===== src/include/tcc_pkg.sv =====
// Notes on behaviour
// - irq only forwarded while enable bit set
// - buffered select bit lives in channel 0 only
// - buffered mode disables channel 1 control, frees pin
// - mode bit a: capture or unbuffered compare
// - edge field zero: mode bit a gives preset
// - edge field zero leaves pin to port
// - capture edge: rising, falling or both
// - compare action: none, toggle, clear, set
// - buffered mode uses same compare actions
// - overflow toggles pin in compare mode
// - overflow action beats simultaneous compare
// - max duty, with overflow toggle set, forces full duty next period
// - polarity decides the full duty level
// - value register holds capture or compare value
// - high byte read blocks captures until low
// - high byte write blocks compares until low
// - flag set by event, cleared read-then-zero
// - counter overflow marks the period boundary
`default_nettype none
package tcc_pkg;
    // byte offsets of the channel registers, one word each
    localparam logic [11:0] OFF_CH0_CTRL = 12'h000;
    localparam logic [11:0] OFF_CH0_HI   = 12'h004;
    localparam logic [11:0] OFF_CH0_LO   = 12'h008;
    localparam logic [11:0] OFF_CH1_CTRL = 12'h00c;
    localparam logic [11:0] OFF_CH1_HI   = 12'h010;
    localparam logic [11:0] OFF_CH1_LO   = 12'h014;
    // values after reset
    localparam logic [7:0]  CTRL_RST = 8'h00;
    localparam logic [15:0] VAL_RST  = 16'h0000;
    // edge/level field codes
    localparam logic [1:0] ELS_OFF  = 2'h0;
    localparam logic [1:0] ELS_LO   = 2'h1; // rising / toggle
    localparam logic [1:0] ELS_HI   = 2'h2; // falling / clear
    localparam logic [1:0] ELS_BOTH = 2'h3; // both / set
    // register kinds inside a channel
    localparam logic [1:0] K_CTRL = 2'h0;
    localparam logic [1:0] K_HI   = 2'h1;
    localparam logic [1:0] K_LO   = 2'h2;

    // channel control byte, msb first
    typedef struct packed {
        logic       chan_event_flag;   // bit 7
        logic       chan_irq_enable;   // bit 6
        logic       buffered_mode_sel; // bit 5
        logic       mode_sel_a;        // bit 4
        logic [1:0] edge_level_sel;    // bits 3:2 (hi, lo)
        logic       toggle_on_overflow; // bit 1
        logic       max_duty_force;    // bit 0
    } tcc_ctrl_s;

    // shared counter view, same clock
    typedef struct packed {
        logic [15:0] value;        // counter value
        logic        ovf;          // one-cycle overflow pulse
        logic        counter_halt; // counter stopped
    } tcc_cnt_s;

    // decoded register address
    typedef struct packed {
        logic       hit;  // mapped
        logic       ch;   // channel number
        logic [1:0] kind; // ctrl, hi or lo
    } tcc_dec_s;
endpackage
`default_nettype wire


===== src/core/tcc_top.sv =====
// The register addresses and register access over APB are this design's own decisions.
`timescale 1ns/1ps
`default_nettype none
module tcc_top #(
    parameter int unsigned ADDR_W = 12 // apb address width
) (
    input  wire logic              pclk,
    input  wire logic              presetn,
    input  wire logic [ADDR_W-1:0] paddr,
    input  wire logic              psel,
    input  wire logic              penable,
    input  wire logic              pwrite,
    input  wire logic [31:0]       pwdata,
    output logic      [31:0]       prdata,
    output logic                   pready,
    output logic                   pslverr,
    input  wire tcc_pkg::tcc_cnt_s cnt_in,        // shared counter
    input  wire logic [1:0]        chan_pin_i,    // pin levels
    output logic      [1:0]        chan_pin_o,    // driven levels
    output logic      [1:0]        chan_pin_oe_n, // low: driving
    output logic      [1:0]        chan_port_ctl, // pin to port
    output logic      [1:0]        chan_irq       // per channel
);
    // the decoder compares 12-bit offsets
    if (ADDR_W < 5 || ADDR_W > 12) begin : g_chk
        $error("ADDR_W must be 5 to 12");
    end

    // all block state
    typedef struct packed {
        logic [1:0]                   sync1;    // pin stage one
        logic [1:0]                   sync2;    // pin stage two
        tcc_pkg::tcc_ctrl_s [1:0]     ctrl;     // control bytes
        logic [1:0][15:0]             val;      // value registers
        logic [1:0]                   arm;      // flag clear armed
        logic [1:0]                   cap_lock; // capture held
        logic [1:0]                   cmp_lock; // compare held
        logic                         bsel;     // buffered source
        logic [31:0]                  rdata;    // read data
    } tcc_st_s;

    tcc_st_s                  q, d;
    tcc_pkg::tcc_dec_s        dec;      // decoded address
    tcc_pkg::tcc_ctrl_s [1:0] ctrl_eff; // control as seen
    tcc_pkg::tcc_ctrl_s       nc;       // control being written
    logic                     dis1;     // channel 1 disabled
    logic                     setup;    // apb setup phase
    logic                     acc;      // apb access phase
    logic                     wr;       // write completes
    logic                     rd;       // read completes
    logic [1:0]               capm;     // capture-mode channels
    logic [1:0]               lock;     // byte-pair locks
    logic [1:0][15:0]         cmp_val;  // compare sources
    logic [1:0]               cap_evt;  // capture pulses
    logic [1:0]               cmp_evt;  // compare pulses
    logic [1:0]               pin_drv;  // channel drives pin
    logic [1:0]               pin_o;    // channel pin levels

    // address decode, used for the read and the write
    function automatic tcc_pkg::tcc_dec_s decode(
        input logic [11:0] a
    );
        tcc_pkg::tcc_dec_s r;
        r = '0;
        r.hit = 1'b1;
        unique case (a)
            tcc_pkg::OFF_CH0_CTRL: r.kind = tcc_pkg::K_CTRL;
            tcc_pkg::OFF_CH0_HI:   r.kind = tcc_pkg::K_HI;
            tcc_pkg::OFF_CH0_LO:   r.kind = tcc_pkg::K_LO;
            tcc_pkg::OFF_CH1_CTRL: begin
                r.ch   = 1'b1;
                r.kind = tcc_pkg::K_CTRL;
            end
            tcc_pkg::OFF_CH1_HI: begin
                r.ch   = 1'b1;
                r.kind = tcc_pkg::K_HI;
            end
            tcc_pkg::OFF_CH1_LO: begin
                r.ch   = 1'b1;
                r.kind = tcc_pkg::K_LO;
            end
            default: r.hit = 1'b0; // unmapped word
        endcase
        return r;
    endfunction

    // bus phases; zero wait state at access
    always_comb begin
        dec   = decode(12'(paddr));
        setup = psel && !penable;
        acc   = psel && penable;
        wr    = acc && pwrite;
        rd    = acc && !pwrite;
    end

    assign pready  = 1'b1;
    assign pslverr = acc && !dec.hit; // unmapped answers error
    assign prdata  = q.rdata;

    // channel view of the control bytes
    always_comb begin
        dis1        = q.ctrl[0].buffered_mode_sel;
        ctrl_eff[0] = q.ctrl[0];
        // a disabled register reads zero and acts as all-off
        ctrl_eff[1] = dis1 ? tcc_pkg::tcc_ctrl_s'(tcc_pkg::CTRL_RST)
                           : q.ctrl[1];
        for (int i = 0; i < 2; i++) begin
            // msb:msa = 0:0 is capture; anything else is compare
            capm[i] = !dis1 && !ctrl_eff[i].mode_sel_a;
            lock[i] = q.cap_lock[i] || q.cmp_lock[i];
        end
    end

    // compare sources; buffered pair alternates per period
    always_comb begin
        cmp_val[0] = q.val[0];
        cmp_val[1] = q.val[1];
        if (dis1 && q.bsel) begin
            cmp_val[0] = q.val[1];
        end
    end

    // interrupt gate per channel
    always_comb begin
        for (int i = 0; i < 2; i++) begin
            chan_irq[i] = ctrl_eff[i].chan_event_flag
                && ctrl_eff[i].chan_irq_enable;
        end
    end

    // the two channels and their pin wiring
    for (genvar g = 0; g < 2; g++) begin : g_ch
        logic g_lock; // lock seen by this channel
        // buffered channel 0 obeys the lock of its live source
        assign g_lock = (g == 0 && dis1) ? lock[q.bsel] : lock[g];
        tcc_chan u_chan (
            .pclk     (pclk),
            .presetn  (presetn),
            .ctrl     (ctrl_eff[g]),
            .buf_mode (g == 0 && dis1),
            .cmp_val  (cmp_val[g]),
            .lock     (g_lock),
            .cnt      (cnt_in),
            .pin_s    (q.sync2[g]),
            .cap_evt  (cap_evt[g]),
            .cmp_evt  (cmp_evt[g]),
            .pin_o    (pin_o[g]),
            .pin_drv  (pin_drv[g])
        );
        assign chan_pin_o[g]    = pin_o[g];
        assign chan_pin_oe_n[g] = !pin_drv[g];
        assign chan_port_ctl[g] = !pin_drv[g];
    end

    // next state
    always_comb begin
        d       = q;
        nc      = tcc_pkg::tcc_ctrl_s'(pwdata[7:0]);
        // two flops before anything looks at the pins
        d.sync1 = chan_pin_i;
        d.sync2 = q.sync1;

        // read data is fetched in setup, so the byte read and
        // the flag seen by the clear sequence are one value
        if (setup && !pwrite) begin
            d.rdata = 32'h0000_0000;
            if (dec.hit) begin
                unique case (dec.kind)
                    tcc_pkg::K_CTRL: d.rdata[7:0] = ctrl_eff[dec.ch];
                    tcc_pkg::K_HI:
                        d.rdata[7:0] = q.val[dec.ch][15:8];
                    default: d.rdata[7:0] = q.val[dec.ch][7:0];
                endcase
            end
        end

        // read side effects at the completing edge
        if (rd && dec.hit) begin
            unique case (dec.kind)
                tcc_pkg::K_CTRL: begin
                    // arm the clear only when the flag was seen set
                    if (q.rdata[7]) begin
                        d.arm[dec.ch] = 1'b1;
                    end
                end
                tcc_pkg::K_HI: begin
                    if (capm[dec.ch]) begin
                        d.cap_lock[dec.ch] = 1'b1;
                    end
                end
                default: d.cap_lock[dec.ch] = 1'b0;
            endcase
        end

        // writes; the disabled control byte ignores them
        if (wr && dec.hit) begin
            unique case (dec.kind)
                tcc_pkg::K_CTRL: begin
                    if (!(dec.ch && dis1)) begin
                        // writing one keeps the flag; zero clears
                        // only after the arming read
                        nc.chan_event_flag =
                            q.ctrl[dec.ch].chan_event_flag
                            && !(q.arm[dec.ch]
                            && !pwdata[7]);
                        if (dec.ch) begin
                            nc.buffered_mode_sel = 1'b0;
                        end
                        d.ctrl[dec.ch] = nc;
                        d.arm[dec.ch]  = 1'b0;
                    end
                end
                tcc_pkg::K_HI: begin
                    d.val[dec.ch][15:8] = pwdata[7:0];
                    if (!capm[dec.ch]) begin
                        d.cmp_lock[dec.ch] = 1'b1;
                    end
                end
                default: begin
                    d.val[dec.ch][7:0]  = pwdata[7:0];
                    d.cmp_lock[dec.ch] = 1'b0;
                end
            endcase
        end

        // hardware events last, so a set beats a same-cycle clear
        for (int i = 0; i < 2; i++) begin
            if (cap_evt[i]) begin
                d.val[i] = cnt_in.value;
            end
            if (cap_evt[i] || cmp_evt[i]) begin
                d.ctrl[i].chan_event_flag = 1'b1;
                // a new event cancels a pending clear
                d.arm[i] = 1'b0;
            end
        end

        // buffered source flips at each overflow
        if (!dis1) begin
            d.bsel = 1'b0;
        end else if (cnt_in.ovf) begin
            d.bsel = !q.bsel;
        end
    end

    // state register; value bytes are cleared too, harmless
    always_ff @(posedge pclk or negedge presetn) begin
        if (!presetn) begin
            q <= '0;
        end else begin
            q <= d;
        end
    end

    a_irq_gate: assert property (@(posedge pclk)
        disable iff (!presetn)
        chan_irq[0] |-> q.ctrl[0].chan_irq_enable
        && q.ctrl[0].chan_event_flag)
        else $error("irq without enable");
    a_buf_bit_ch1: assert property (@(posedge pclk)
        disable iff (!presetn) !q.ctrl[1].buffered_mode_sel)
        else $error("buffered bit in channel 1");
    a_ch1_released: assert property (@(posedge pclk)
        disable iff (!presetn)
        q.ctrl[0].buffered_mode_sel |-> chan_port_ctl[1]
        && chan_pin_oe_n[1] && !chan_irq[1])
        else $error("channel 1 still active");
    a_cap_hold: assert property (@(posedge pclk)
        disable iff (!presetn)
        q.cap_lock[0] && !wr && !(rd && dec.hit && !dec.ch
        && dec.kind == tcc_pkg::K_LO) |=> $stable(q.val[0]))
        else $error("capture during byte lock");
    a_cmp_hold: assert property (@(posedge pclk)
        disable iff (!presetn)
        wr && dec.hit && !dec.ch && dec.kind == tcc_pkg::K_HI
        && !capm[0] && !dis1 |=> !cmp_evt[0])
        else $error("compare during byte lock");
    a_flag_set: assert property (@(posedge pclk)
        disable iff (!presetn)
        cap_evt[0] || cmp_evt[0] |=> q.ctrl[0].chan_event_flag)
        else $error("event flag not set");
endmodule // tcc_top
`default_nettype wire


===== src/core/tcc_chan.sv =====
`timescale 1ns/1ps
`default_nettype none
module tcc_chan (
    input  wire logic              pclk,
    input  wire logic              presetn,
    input  wire tcc_pkg::tcc_ctrl_s ctrl,     // effective control
    input  wire logic              buf_mode, // buffered pair active
    input  wire logic [15:0]       cmp_val,  // compare value
    input  wire logic              lock,     // byte-pair lock
    input  wire tcc_pkg::tcc_cnt_s cnt,      // counter view
    input  wire logic              pin_s,    // synchronised pin
    output logic                   cap_evt,  // capture pulse
    output logic                   cmp_evt,  // compare pulse
    output logic                   pin_o,    // pin level
    output logic                   pin_drv   // channel owns pin
);
    // all channel state
    typedef struct packed {
        logic pin_prev; // last pin sample
        logic eq_q;     // last equality
        logic out_q;    // pin level
        logic max_q;    // max duty, period aligned
    } tcc_ch_s;

    tcc_ch_s q, d;
    logic    off;      // field cleared
    logic    cap_mode; // input capture
    logic    cmp_mode; // compare driving the pin
    logic    sw_cmp;   // compare without pin
    logic    eq;       // counter equals value
    logic    pol;      // pwm polarity
    logic    rise;     // rising edge seen
    logic    fall;     // falling edge seen

    // mode decoding
    always_comb begin
        off      = (ctrl.edge_level_sel == tcc_pkg::ELS_OFF);
        cap_mode = !off && !ctrl.mode_sel_a && !buf_mode;
        cmp_mode = !off && (ctrl.mode_sel_a || buf_mode);
        sw_cmp   = off && ctrl.mode_sel_a;
        // clear-on-compare starts high, so it is polarity one
        pol      = !ctrl.edge_level_sel[0];
        rise     = pin_s && !q.pin_prev;
        fall     = !pin_s && q.pin_prev;
        eq       = (cnt.value == cmp_val);
    end

    // events; halt and byte lock both stop captures
    always_comb begin
        cap_evt = cap_mode && !lock && !cnt.counter_halt
            && ((ctrl.edge_level_sel[0] && rise)
            || (ctrl.edge_level_sel[1] && fall));
        // only the first cycle of equality counts
        cmp_evt = (cmp_mode || sw_cmp) && eq && !q.eq_q
            && !lock;
    end

    // next pin level
    always_comb begin
        d          = q;
        d.pin_prev = pin_s;
        d.eq_q     = eq;
        if (off) begin
            d.out_q = !ctrl.mode_sel_a;
            d.max_q = 1'b0;
        end else if (cmp_mode) begin
            if (cnt.ovf) begin
                d.max_q = ctrl.max_duty_force;
            end
            if (ctrl.toggle_on_overflow && d.max_q) begin
                d.out_q = pol;
            end else if (cnt.ovf && ctrl.toggle_on_overflow) begin
                d.out_q = !q.out_q;
            end else if (cmp_evt) begin
                unique case (ctrl.edge_level_sel)
                    tcc_pkg::ELS_LO: d.out_q = !q.out_q;
                    tcc_pkg::ELS_HI: d.out_q = 1'b0;
                    default:         d.out_q = 1'b1;
                endcase
            end
        end
    end

    // state register
    always_ff @(posedge pclk or negedge presetn) begin
        if (!presetn) begin
            q <= '0;
        end else begin
            q <= d;
        end
    end

    assign pin_o   = q.out_q;
    assign pin_drv = cmp_mode;

    // the release edge itself still loads the reset level, so skip it
    a_preset_level: assert property (@(posedge pclk)
        disable iff (!presetn)
        off && $past(presetn) |=> pin_o == !$past(ctrl.mode_sel_a))
        else $error("preset level wrong");
    a_ovf_toggle: assert property (@(posedge pclk)
        disable iff (!presetn)
        cmp_mode && ctrl.toggle_on_overflow && cnt.ovf
        && !ctrl.max_duty_force |=> pin_o != $past(pin_o))
        else $error("overflow toggle missed");
    a_capture_edge: assert property (@(posedge pclk)
        disable iff (!presetn)
        cap_mode && !lock && !cnt.counter_halt
        && ctrl.edge_level_sel == tcc_pkg::ELS_LO && pin_s
        && !$past(pin_s) |-> cap_evt)
        else $error("rising edge not captured");
    a_max_level: assert property (@(posedge pclk)
        disable iff (!presetn)
        cmp_mode && ctrl.toggle_on_overflow && q.max_q && !cnt.ovf
        ##1 cmp_mode |-> pin_o == $past(pol))
        else $error("max duty level wrong");
endmodule // tcc_chan
`default_nettype wire


===== config.mk =====
export PLATFORM = sky130hd
export DESIGN_NAME = tcc_top
export DESIGN_NICKNAME = d
export VERILOG_FILES = /design/src/include/tcc_pkg.sv /design/src/core/tcc_top.sv /design/src/core/tcc_chan.sv
export SDC_FILE = /design/constraint.sdc
export NUM_CORES = 1
export LEC_CHECK = 0
export BUFFER_PORTS_ARGS = -buffer_cell sky130_fd_sc_hd__buf_2
export CORE_MARGIN = 2
export CORE_UTILIZATION = 59
export CTS_BUF_LIST = sky130_fd_sc_hd__clkbuf_16
export DETAILED_ROUTE_END_ITERATION = 8
export PLACE_DENSITY = 0.86
export SLEW_MARGIN = 20
export SYNTH_ARGS = -nofsm -noshare
export SYNTH_HDL_FRONTEND = slang
export SYNTH_SLANG_ARGS = --single-unit

===== constraint.sdc =====
create_clock -name pclk -period 6 [get_ports pclk]
set_clock_uncertainty 0.05 [all_clocks]
set_input_delay 0.6 -clock pclk [delete_from_list [all_inputs] [get_ports pclk]]
set_output_delay 0.6 -clock pclk [all_outputs]
set_load 0.02 [all_outputs]

# After elaboration in Yosys (flattened, before gate mapping)
# Index checks and enable logic that the tools add are counted.
# op_classes
eq_ne,19
order_cmp,3
shift,0
n_mux,74
bitwise_logic,9
div,0
n_mul,0
n_reduce_logical,110
addsub,0
# op_table
cell,count
$mux 16,8
$bwmux 32,2
$mux 8,8
$pmux 32 s2,1
$mux 50,1
$logic_and 1x1->1,48
$demux 16 s1,2
$eq 16x16->1,2
$mux 1,32
$logic_not 1->1,26
$eq 12x4->1 const B,2
$eq 12x5->1 const B,2
$mux 2,10
$bwmux 16,1
$pmux 8 s2,1
$reduce_bool 2->1,8
$reduce_and 3->1,5
$eq 12x3->1 const B,1
$logic_not 12->1,1
$pmux 2 s2,3
$logic_or 1x1->1,9
$demux 8 s1,1
$ne 2x1->1 const B,4
$reduce_and 2->1,4
17 further kinds,33
# word_totals
rom_bits,0
register_bits,75
ram_bits,0
n_memories,0
word_cells,246
output_inout_bits,42
latch_bits,0
input_bits,69

# Longest topological paths before layout
# Gate-level depths: netlist of the first run.
# depth
word_depth,16
depth_mapped,8
mapped_depth_nobuf,6

# Cells and area by module
# Synthesis of the first run repeated with hierarchy kept, for this count alone.
# unflattened
cells_unflattened,504
area_unflattened_um2,4807.1
# by_module_without_submodules
mod,area_each_um2,cells_per_inst,n_inst
tcc_top,3898.7,398,1
tcc_chan,454.2,53,2

# Least setup slack after synthesis of the first run
# Ideal clock, no wire load.
# synth_timing
path_kind,input-to-reg
startpoint,input port paddr[9]
endpoint,register q[86] (netlist bit)
t_arrival_ns,2.264
path_stages,6
setup_ns,0.124
n_path_buf,0
slack_ns,3.562
path_cell_list,nor4_2 -> nand3_2 -> or3_4 -> nor3_4 -> nand3b_1 -> a211o_1
# synth_via
elab_chain_len,13
# synth_lines
item,line,source
start: declaration,tcc_top.sv:9,"input wire logic [ADDR_W-1:0] paddr,"
"parallel branches: the longest is 13 deep, another holds $lt 1x2->1",n/a,
end signal: assignment,tcc_top.sv:249,q <= '0;
end signal: assignment,tcc_top.sv:251,q <= d;
end: declaration,tcc_top.sv:42,"tcc_st_s q, d;"
# Parallel ways; which one is timed is not known. The select of a mux whose other input is x is not followed.
# A chain may end at the register's enable or synchronous reset.

# Worst setup path after layout of the first run
# layout_timing
startpoint,register q (netlist bit dis1)
endpoint,register g_ch[0].u_chan.q (netlist bit g_ch[0].u_chan.pin_o)
# layout_via
elab_chain_len,8
# layout_lines
item,line,source
$logic_and 1x1->1 or $logic_or 1x1->1 (tied branches),"tcc_top.sv:118, tcc_chan.sv:39",
$mux 16 or $logic_and 1x1->1 (tied branches),"tcc_top.sv:118, tcc_chan.sv:39",
$eq 16x16->1 or $logic_or 1x1->1 (tied branches),"tcc_chan.sv:45, tcc_chan.sv:54",
$logic_and 1x1->1 (2 in series),tcc_chan.sv:54,cmp_evt = (cmp_mode || sw_cmp) && eq && !q.eq_q
$logic_and 1x1->1,tcc_chan.sv:55,&& !lock;
$reduce_bool 4->1 (no line),n/a,
$reduce_and 2->1 (no line) (*),n/a,
end signal: assignment,tcc_chan.sv:87,q <= '0;
end signal: assignment,tcc_chan.sv:89,q <= d;
end: declaration,tcc_chan.sv:25,"tcc_ch_s q, d;"
# Every way passes the cells marked *; elsewhere a longest branch is shown, timed or not.

==> metrics.md, run 1 <==
| Metric | Value |
|---|---|
| CTS tree | built |
| Worst-Skew Late Latency | 0.34 ns |
| Boundary pin count | approximately 110 |
| Final wirelength | 14.5 mm |
| Post-layout min period | 3.41 ns |
| Yosys warning count | 0 |
| Sinks on the clock net | 75 |
| HP Class | reg2reg |
| Synth Cell Area | approximately 5000 µm² |
| Startpoint types | register |
| Worst slack, placed | 2.62 ns |
| Share of layout cells above drive strength 1 | 18.6% |
| Starting DRT DRC Count | 429 |
| Fin crit share | 56.8% |
| Antenna diode count | 0 |
| Layout area overhead | 9.14% |
| Setup tns final | 0 ns |
| Mapped Cells | 570 |
| Initial Util | 60.8% |
| Clock root cell | clkbuf_16 |
| Average cell area after synthesis | between 8 and 9 µm² |
| Drt first pass iters | 5 |
| Chip width | 96.0 µm |
| Max capacitance violation total | 0 |
| HPWL Detailed | 10.4 mm |
| Final hold vios | 0 |
| Initial antenna violation count | 0 |
| # H-tree levels | 3 |
| CP max FO | 32 |
| Pleak | around 0.0024 µW |
| Status | completed |
| Total core area | 8220 µm² |
| Routed Antenna Nets | 0 |
| Grt ovf | 0 |
| Synthesized flop and latch total | 75 |
| Data arrival, critical path | 3.60 ns |
| GPL Wtd Cong | 0.976 |
| Critical path required time | 6.19 ns |
| Final setup vio count | 0 |
| Ys async rst share | 100% |
| RSZ-0062 raised after global routing | no |
| Number of buffers created by CTS | 9 |
| Most frequent cells in the layout | nand2_1 (81), dfrtp_1 (75), buf_2 (60) |
| Fmax | 293 MHz |
| Resized cells post-CTS | 0 |
| Ys flop type | dfrtp_1 |
| Unique cell type count in the Yosys netlist | 71 |
| Kind of critical path | reg2reg |
| Slew headroom | 29.6% |
| Final Worst Setup Slack | about 2.6 ns |
| First-pass GRT wire length | approximately 23 mm |
| Worst slew pin tran | 1.06 ns |
| Setup Fix Bufs, Post-CTS | 0 |
| DRC | 0 |
| Core Rows | 33 |
| Largest net degree at the start of global routing | 76 |
| Clock slew at reported path FFs | 0.06 ns |
| Drt via density | 6.52 |
| CP endpoint kind | register |
| Max rail drop VDD | 0.219 mV |
| PD cells | about 210 nW/µm² |
| Gr usage total | 33.5% |
| Most common cell after layout, fill and taps aside | nand2_1 |
| Vias in the first global route | between 4000 and 5000 |
| Full die area | 9220 µm² |
| Number of flops mapped to enable cells by yosys | 0 |
| Seq/Total Area, Yosys | 37.5% |
| Die height | approximately 96 µm |
| CTS max path bufs | 2 |
| Wire per inst | 20.3 µm |
| Final net count | 672 |
| Final Slew Violations | 0 |
| Cts hold-fix bufs | 0 |
| Vias after detailed routing | 4648 |
| I/O Buffers | 61 |
==> path summary, 6_finish.rpt <==
check                                       endpoint  startpoint  depth (start not counted)  slack [ns]
worst max-delay path            g_ch[0].u_chan.pin_o        dis1                          6        2.59
worst min-delay path                           q[87]       d[87]                          0        0.30
worst max register to register  g_ch[0].u_chan.pin_o        dis1                          6        2.59
worst min register to register                 q[87]       d[87]                          0        0.30
max in group asynchronous                cmp_val[16]     presetn                          1        4.93
min in group asynchronous                cmp_val[29]     presetn                          1        0.33
==> stage by stage <==
step | instances | instance area, µm² | util, % | hold slack, ns | total power (µW)
detailed placement | 697 | 5150 | 62.7 | 0.286 | 620
floorplan | 593 | 5080 | - | 0.254 | 584
CTS | 713 | 5450 | 66.3 | 0.301 | 1140
global route | 713 | 5460 | 66.4 | 0.302 | 1170
global placement | 697 | 5150 | 62.7 | 0.282 | 619
finish | 713 | 5460 | 66.4 | 0.300 | 1140
==> registers in the layout, summed over array words and instances (netlist names), named ones only <==
register,cells
cmp_val,16
ctrl_eff,7
d,2
dis1,1
g_ch.u_chan.pin_o,2
g_ch.u_chan.q,6
prdata,8
q,29
==> worst max-delay path, stage by stage, from the launching register on <==
cell       delay (ns)
dfrtp_1          1.04
nand2_1          0.55
a2111oi_0        0.53
a31oi_1          0.08
nor4b_1          0.58
a2111oi_0        0.23
a311oi_1         0.24
==> kinds of logic (layout without fill, tap and decap cells) <==
logic type	count (synthesis)	in the layout	synth area share (%)
AND/OR/NAND/NOR	206	206	22.3
AO/OA/AOI/OAI	156	156	20.9
buffers and inverters	81	96	9.04
flip-flops	75	75	37.5
multiplexers	36	36	7.63
XOR/XNOR	14	14	2.45
other	2	25	0.150
==> cell type report <==
cell class / count / area (µm²)
Sequential cell: 75 / 1880
Multi-Input combinational cell: 437 / 2770
Timing Repair Buffer: 63 / 323
Tap cell: 105 / 131
Inverter: 17 / 63.8
Clock buffer: 9 / 225
Clock inverter: 7 / 70.1
Fill cell: 661 / 2760
==> power by group <==
part	switching [µW]	leakage (µW)	internal (µW)	total, µW
clock network	236	0.000141	291	527
logic	71.5	0.00129	28.4	99.9
registers	3.37	0.00100	510	513
==> per-layer routing <==
metal	wire [µm]	share of wire, %	GRT usage (%)
met4	470	3.3	16.3
met2	6770	47	53.6
met1	5840	40	43.8
met3	1380	9.5	5.95
met5	0	0	0
==> cell usage after synthesis (3+ instances only) <==
library cell | instances | area [µm²]
nand2b_1 | 14 | 87.6
xor2_1 | 7 | 61.3
nor3b_1 | 3 | 22.5
clkbuf_1 | 23 | 86.3
a22oi_1 | 15 | 113
nor3_1 | 10 | 50.1
o22ai_1 | 3 | 18.8
nand3b_1 | 8 | 60.1
a2111oi_0 | 6 | 52.6
xnor2_1 | 7 | 61.3
a211oi_1 | 3 | 22.5
inv_1 | 16 | 60.1
o2111ai_1 | 4 | 35.0
buf_4 | 37 | 278
dfrtp_1 | 75 | 1880
o21ai_0 | 46 | 230
nor2_1 | 21 | 78.8
a32o_1 | 5 | 50.1
nand3_1 | 15 | 75.1
and2_1 | 5 | 31.3
mux2_2 | 17 | 191
a21oi_1 | 26 | 130
mux2i_1 | 19 | 190
nor4_1 | 5 | 31.3
a31oi_1 | 4 | 25.0
a32oi_1 | 3 | 26.3
o211ai_1 | 5 | 37.5
a21o_1 | 6 | 45.0
a221oi_1 | 5 | 43.8
o31ai_1 | 3 | 22.5
nor2b_1 | 15 | 93.8
nand2_1 | 81 | 304
and3_1 | 5 | 31.3
(Power assumes the default switching activity.)
==> run 2: changes to the inputs <==
--- a/config.mk
+++ b/config.mk
@@ -7,10 +7,10 @@
 export LEC_CHECK = 0
 export BUFFER_PORTS_ARGS = -buffer_cell sky130_fd_sc_hd__buf_2
 export CORE_MARGIN = 2
-export CORE_UTILIZATION = 59
+export CORE_UTILIZATION = 55
 export CTS_BUF_LIST = sky130_fd_sc_hd__clkbuf_16
 export DETAILED_ROUTE_END_ITERATION = 8
-export PLACE_DENSITY = 0.86
+export PLACE_DENSITY = 0.81
 export SLEW_MARGIN = 20
 export SYNTH_ARGS = -nofsm -noshare
 export SYNTH_HDL_FRONTEND = slang
==> constraint.sdc (replaced) <==
create_clock -name pclk -period 3.4 [get_ports pclk]
set_clock_uncertainty 0.05 [all_clocks]
set_input_delay 0.34 -clock pclk [delete_from_list [all_inputs] [get_ports pclk]]
set_output_delay 0.34 -clock pclk [all_outputs]
set_load 0.02 [all_outputs]
==> metrics.md, run 2 (synthesis gave the netlist of run 1 again) <==
| Metric | Value |
|---|---|
| FF-to-FF setup slack | 0.58 ns |
| Post-layout min period | 2.82 ns |
| Final net count | 680 |
| Data arrival, critical path | 2.98 ns |
| Boundary pin count | between 100 and 150 |
| Core Rows | 34 |
| Final Slew Violations | 0 |
| Max FFs per register | 29 |
| Met3 routed WL | 1.56 mm |
| Pleak | 0.00250 µW |
| Sinks on the clock net | 75 |
| Most frequent cells in the layout | nand2_1 (81), dfrtp_1 (75), buf_2 (60) |
| Max rail drop VDD | 0.193 mV |
| Drt via density | 6.58 |
| Cts hold-fix bufs | 0 |
| Met2 wire len | ~6.6 mm |
| Final setup vio count | 0 |
| Vias in the first global route | approximately 4500 |
| Antenna diode count | 0 |
| Fmax | 354 MHz |
| Highest Signal Layer | met4 |
| Metal-1 WL | 5.77 mm |
| GPL Wtd Cong | 1.06 |
| HPWL Detailed | 10.6 mm |
| Startpoint types | register |
| Wire per inst | between 20 and 25 µm |
| PD cells | between 300 and 400 nW/µm² |
| Drt first pass iters | 5 |
| Layout area overhead | 11.0% |
| Clock slew at reported path FFs | 0.06 ns |
| CP endpoint kind | register |
| I/O Buffers | a little over 60 |
| Worst-Skew Late Latency | between 0.3 and 0.4 ns |
| Starting DRT DRC Count | 564 |
| Share of layout cells above drive strength 1 | 19.3% |
| Critical path required time | 3.55 ns |
| Slew headroom | 34.8% |
| Total core area | 8760 µm² |
| CTS max path bufs | 2 |
| Kind of critical path | reg2reg |
| Chip width | 99.3 µm |
| RSZ-0062 raised after global routing | no |
| Largest net degree at the start of global routing | 76 |
| Hold path cells | 1 |
| Status | completed |
| First-pass GRT wire length | 24.0 mm |
| CP max stage cell | nor4b_1 |
| Gr usage total | 31.3% |
| Final wirelength | 14.9 mm |
| Initial antenna violation count | 0 |
| CTS tree | built |
| Final hold vios | 0 |
| Initial Util | around 57% |
| Fin crit share | between 80% and 90% |
| Worst Path Buf+Inv | 1 |
| Number of buffers created by CTS | 9 |
| # H-tree levels | 3 |
| Most common cell after layout, fill and taps aside | nand2_1 |
| CP Depth | 7 |
| Setup tns final | 0 ns |
| Most flops, register | q |
| Setup Fix Bufs, Post-CTS | 0 |
| DRC | 0 |
| CP Cell Sequence | buf_4 -> nand2_1 -> a2111oi_0 -> a31oi_1 -> nor4b_1 -> and2_1 -> a311oi_1 |
| Die height | 99.3 µm |
| Peak per-stage delay on the critical path | around 0.62 ns |
| CP max FO | 17 |
| Clock root cell | clkbuf_16 |
| HP Class | in2reg |
| Grt ovf | 0 |
| Worst slew pin tran | roughly 1 ns |
| Worst Reg-to-Reg Cells | 7 |
| Overall Power | between 2000 and 2500 µW |
| Routed Antenna Nets | 0 |
| Cell family with most CP delay | simple AND/OR/NAND/NOR gates |
| Max capacitance violation total | 0 |
| Resized cells post-CTS | 0 |
| Vias after detailed routing | 4765 |
| Full die area | between 9000 and 10000 µm² |
## run 2: through the flow
step	cell area, µm²	setup WS, ns	hold WS (ns)	util, %	instances
after global placement	5220	0.654	0.282	59.5	708
final	5550	0.579	0.0499	63.3	724
after CTS	5540	0.600	0.0463	63.3	724
after floorplan	5080	1.22	-0.00559	-	593
after global routing	5550	0.238	0.0454	63.3	724
after detailed placement	5220	0.623	0.286	59.5	708
## run 2: where the power goes
group | internal, µW | total, µW | switching (µW)
clock | 655 | 1070 | 411
combinational | 50.1 | 179 | 128
sequential | 899 | 906 | 6.31
total | 1600 | 2150 | 545
## run 2: path summary, 6_finish.rpt
kind	to	startpoint
max	g_ch[0].u_chan.pin_o	dis1
min	d[88]	chan_pin_i[1]
max reg2reg	g_ch[0].u_chan.pin_o	dis1
min reg2reg	q[88]	d[88]
max in group asynchronous	q[84]	presetn
min in group asynchronous	cmp_val[29]	presetn
## run 2: cell type report
cell class	count	area (µm²)
Clock buffer	9	225
Multi-Input combinational cell	437	2760
Sequential cell	75	1880
Fill cell	723	3220
Tap cell	108	135
Inverter	17	63.8
Timing Repair Buffer	71	383
Clock inverter	7	104
## run 2: per-layer routing
layer,vias up,track usage [%]
met4,0,18.7
li1,2093,-
met2,364,48.7
met5,-,0
met3,80,4.71
met1,2228,41.7
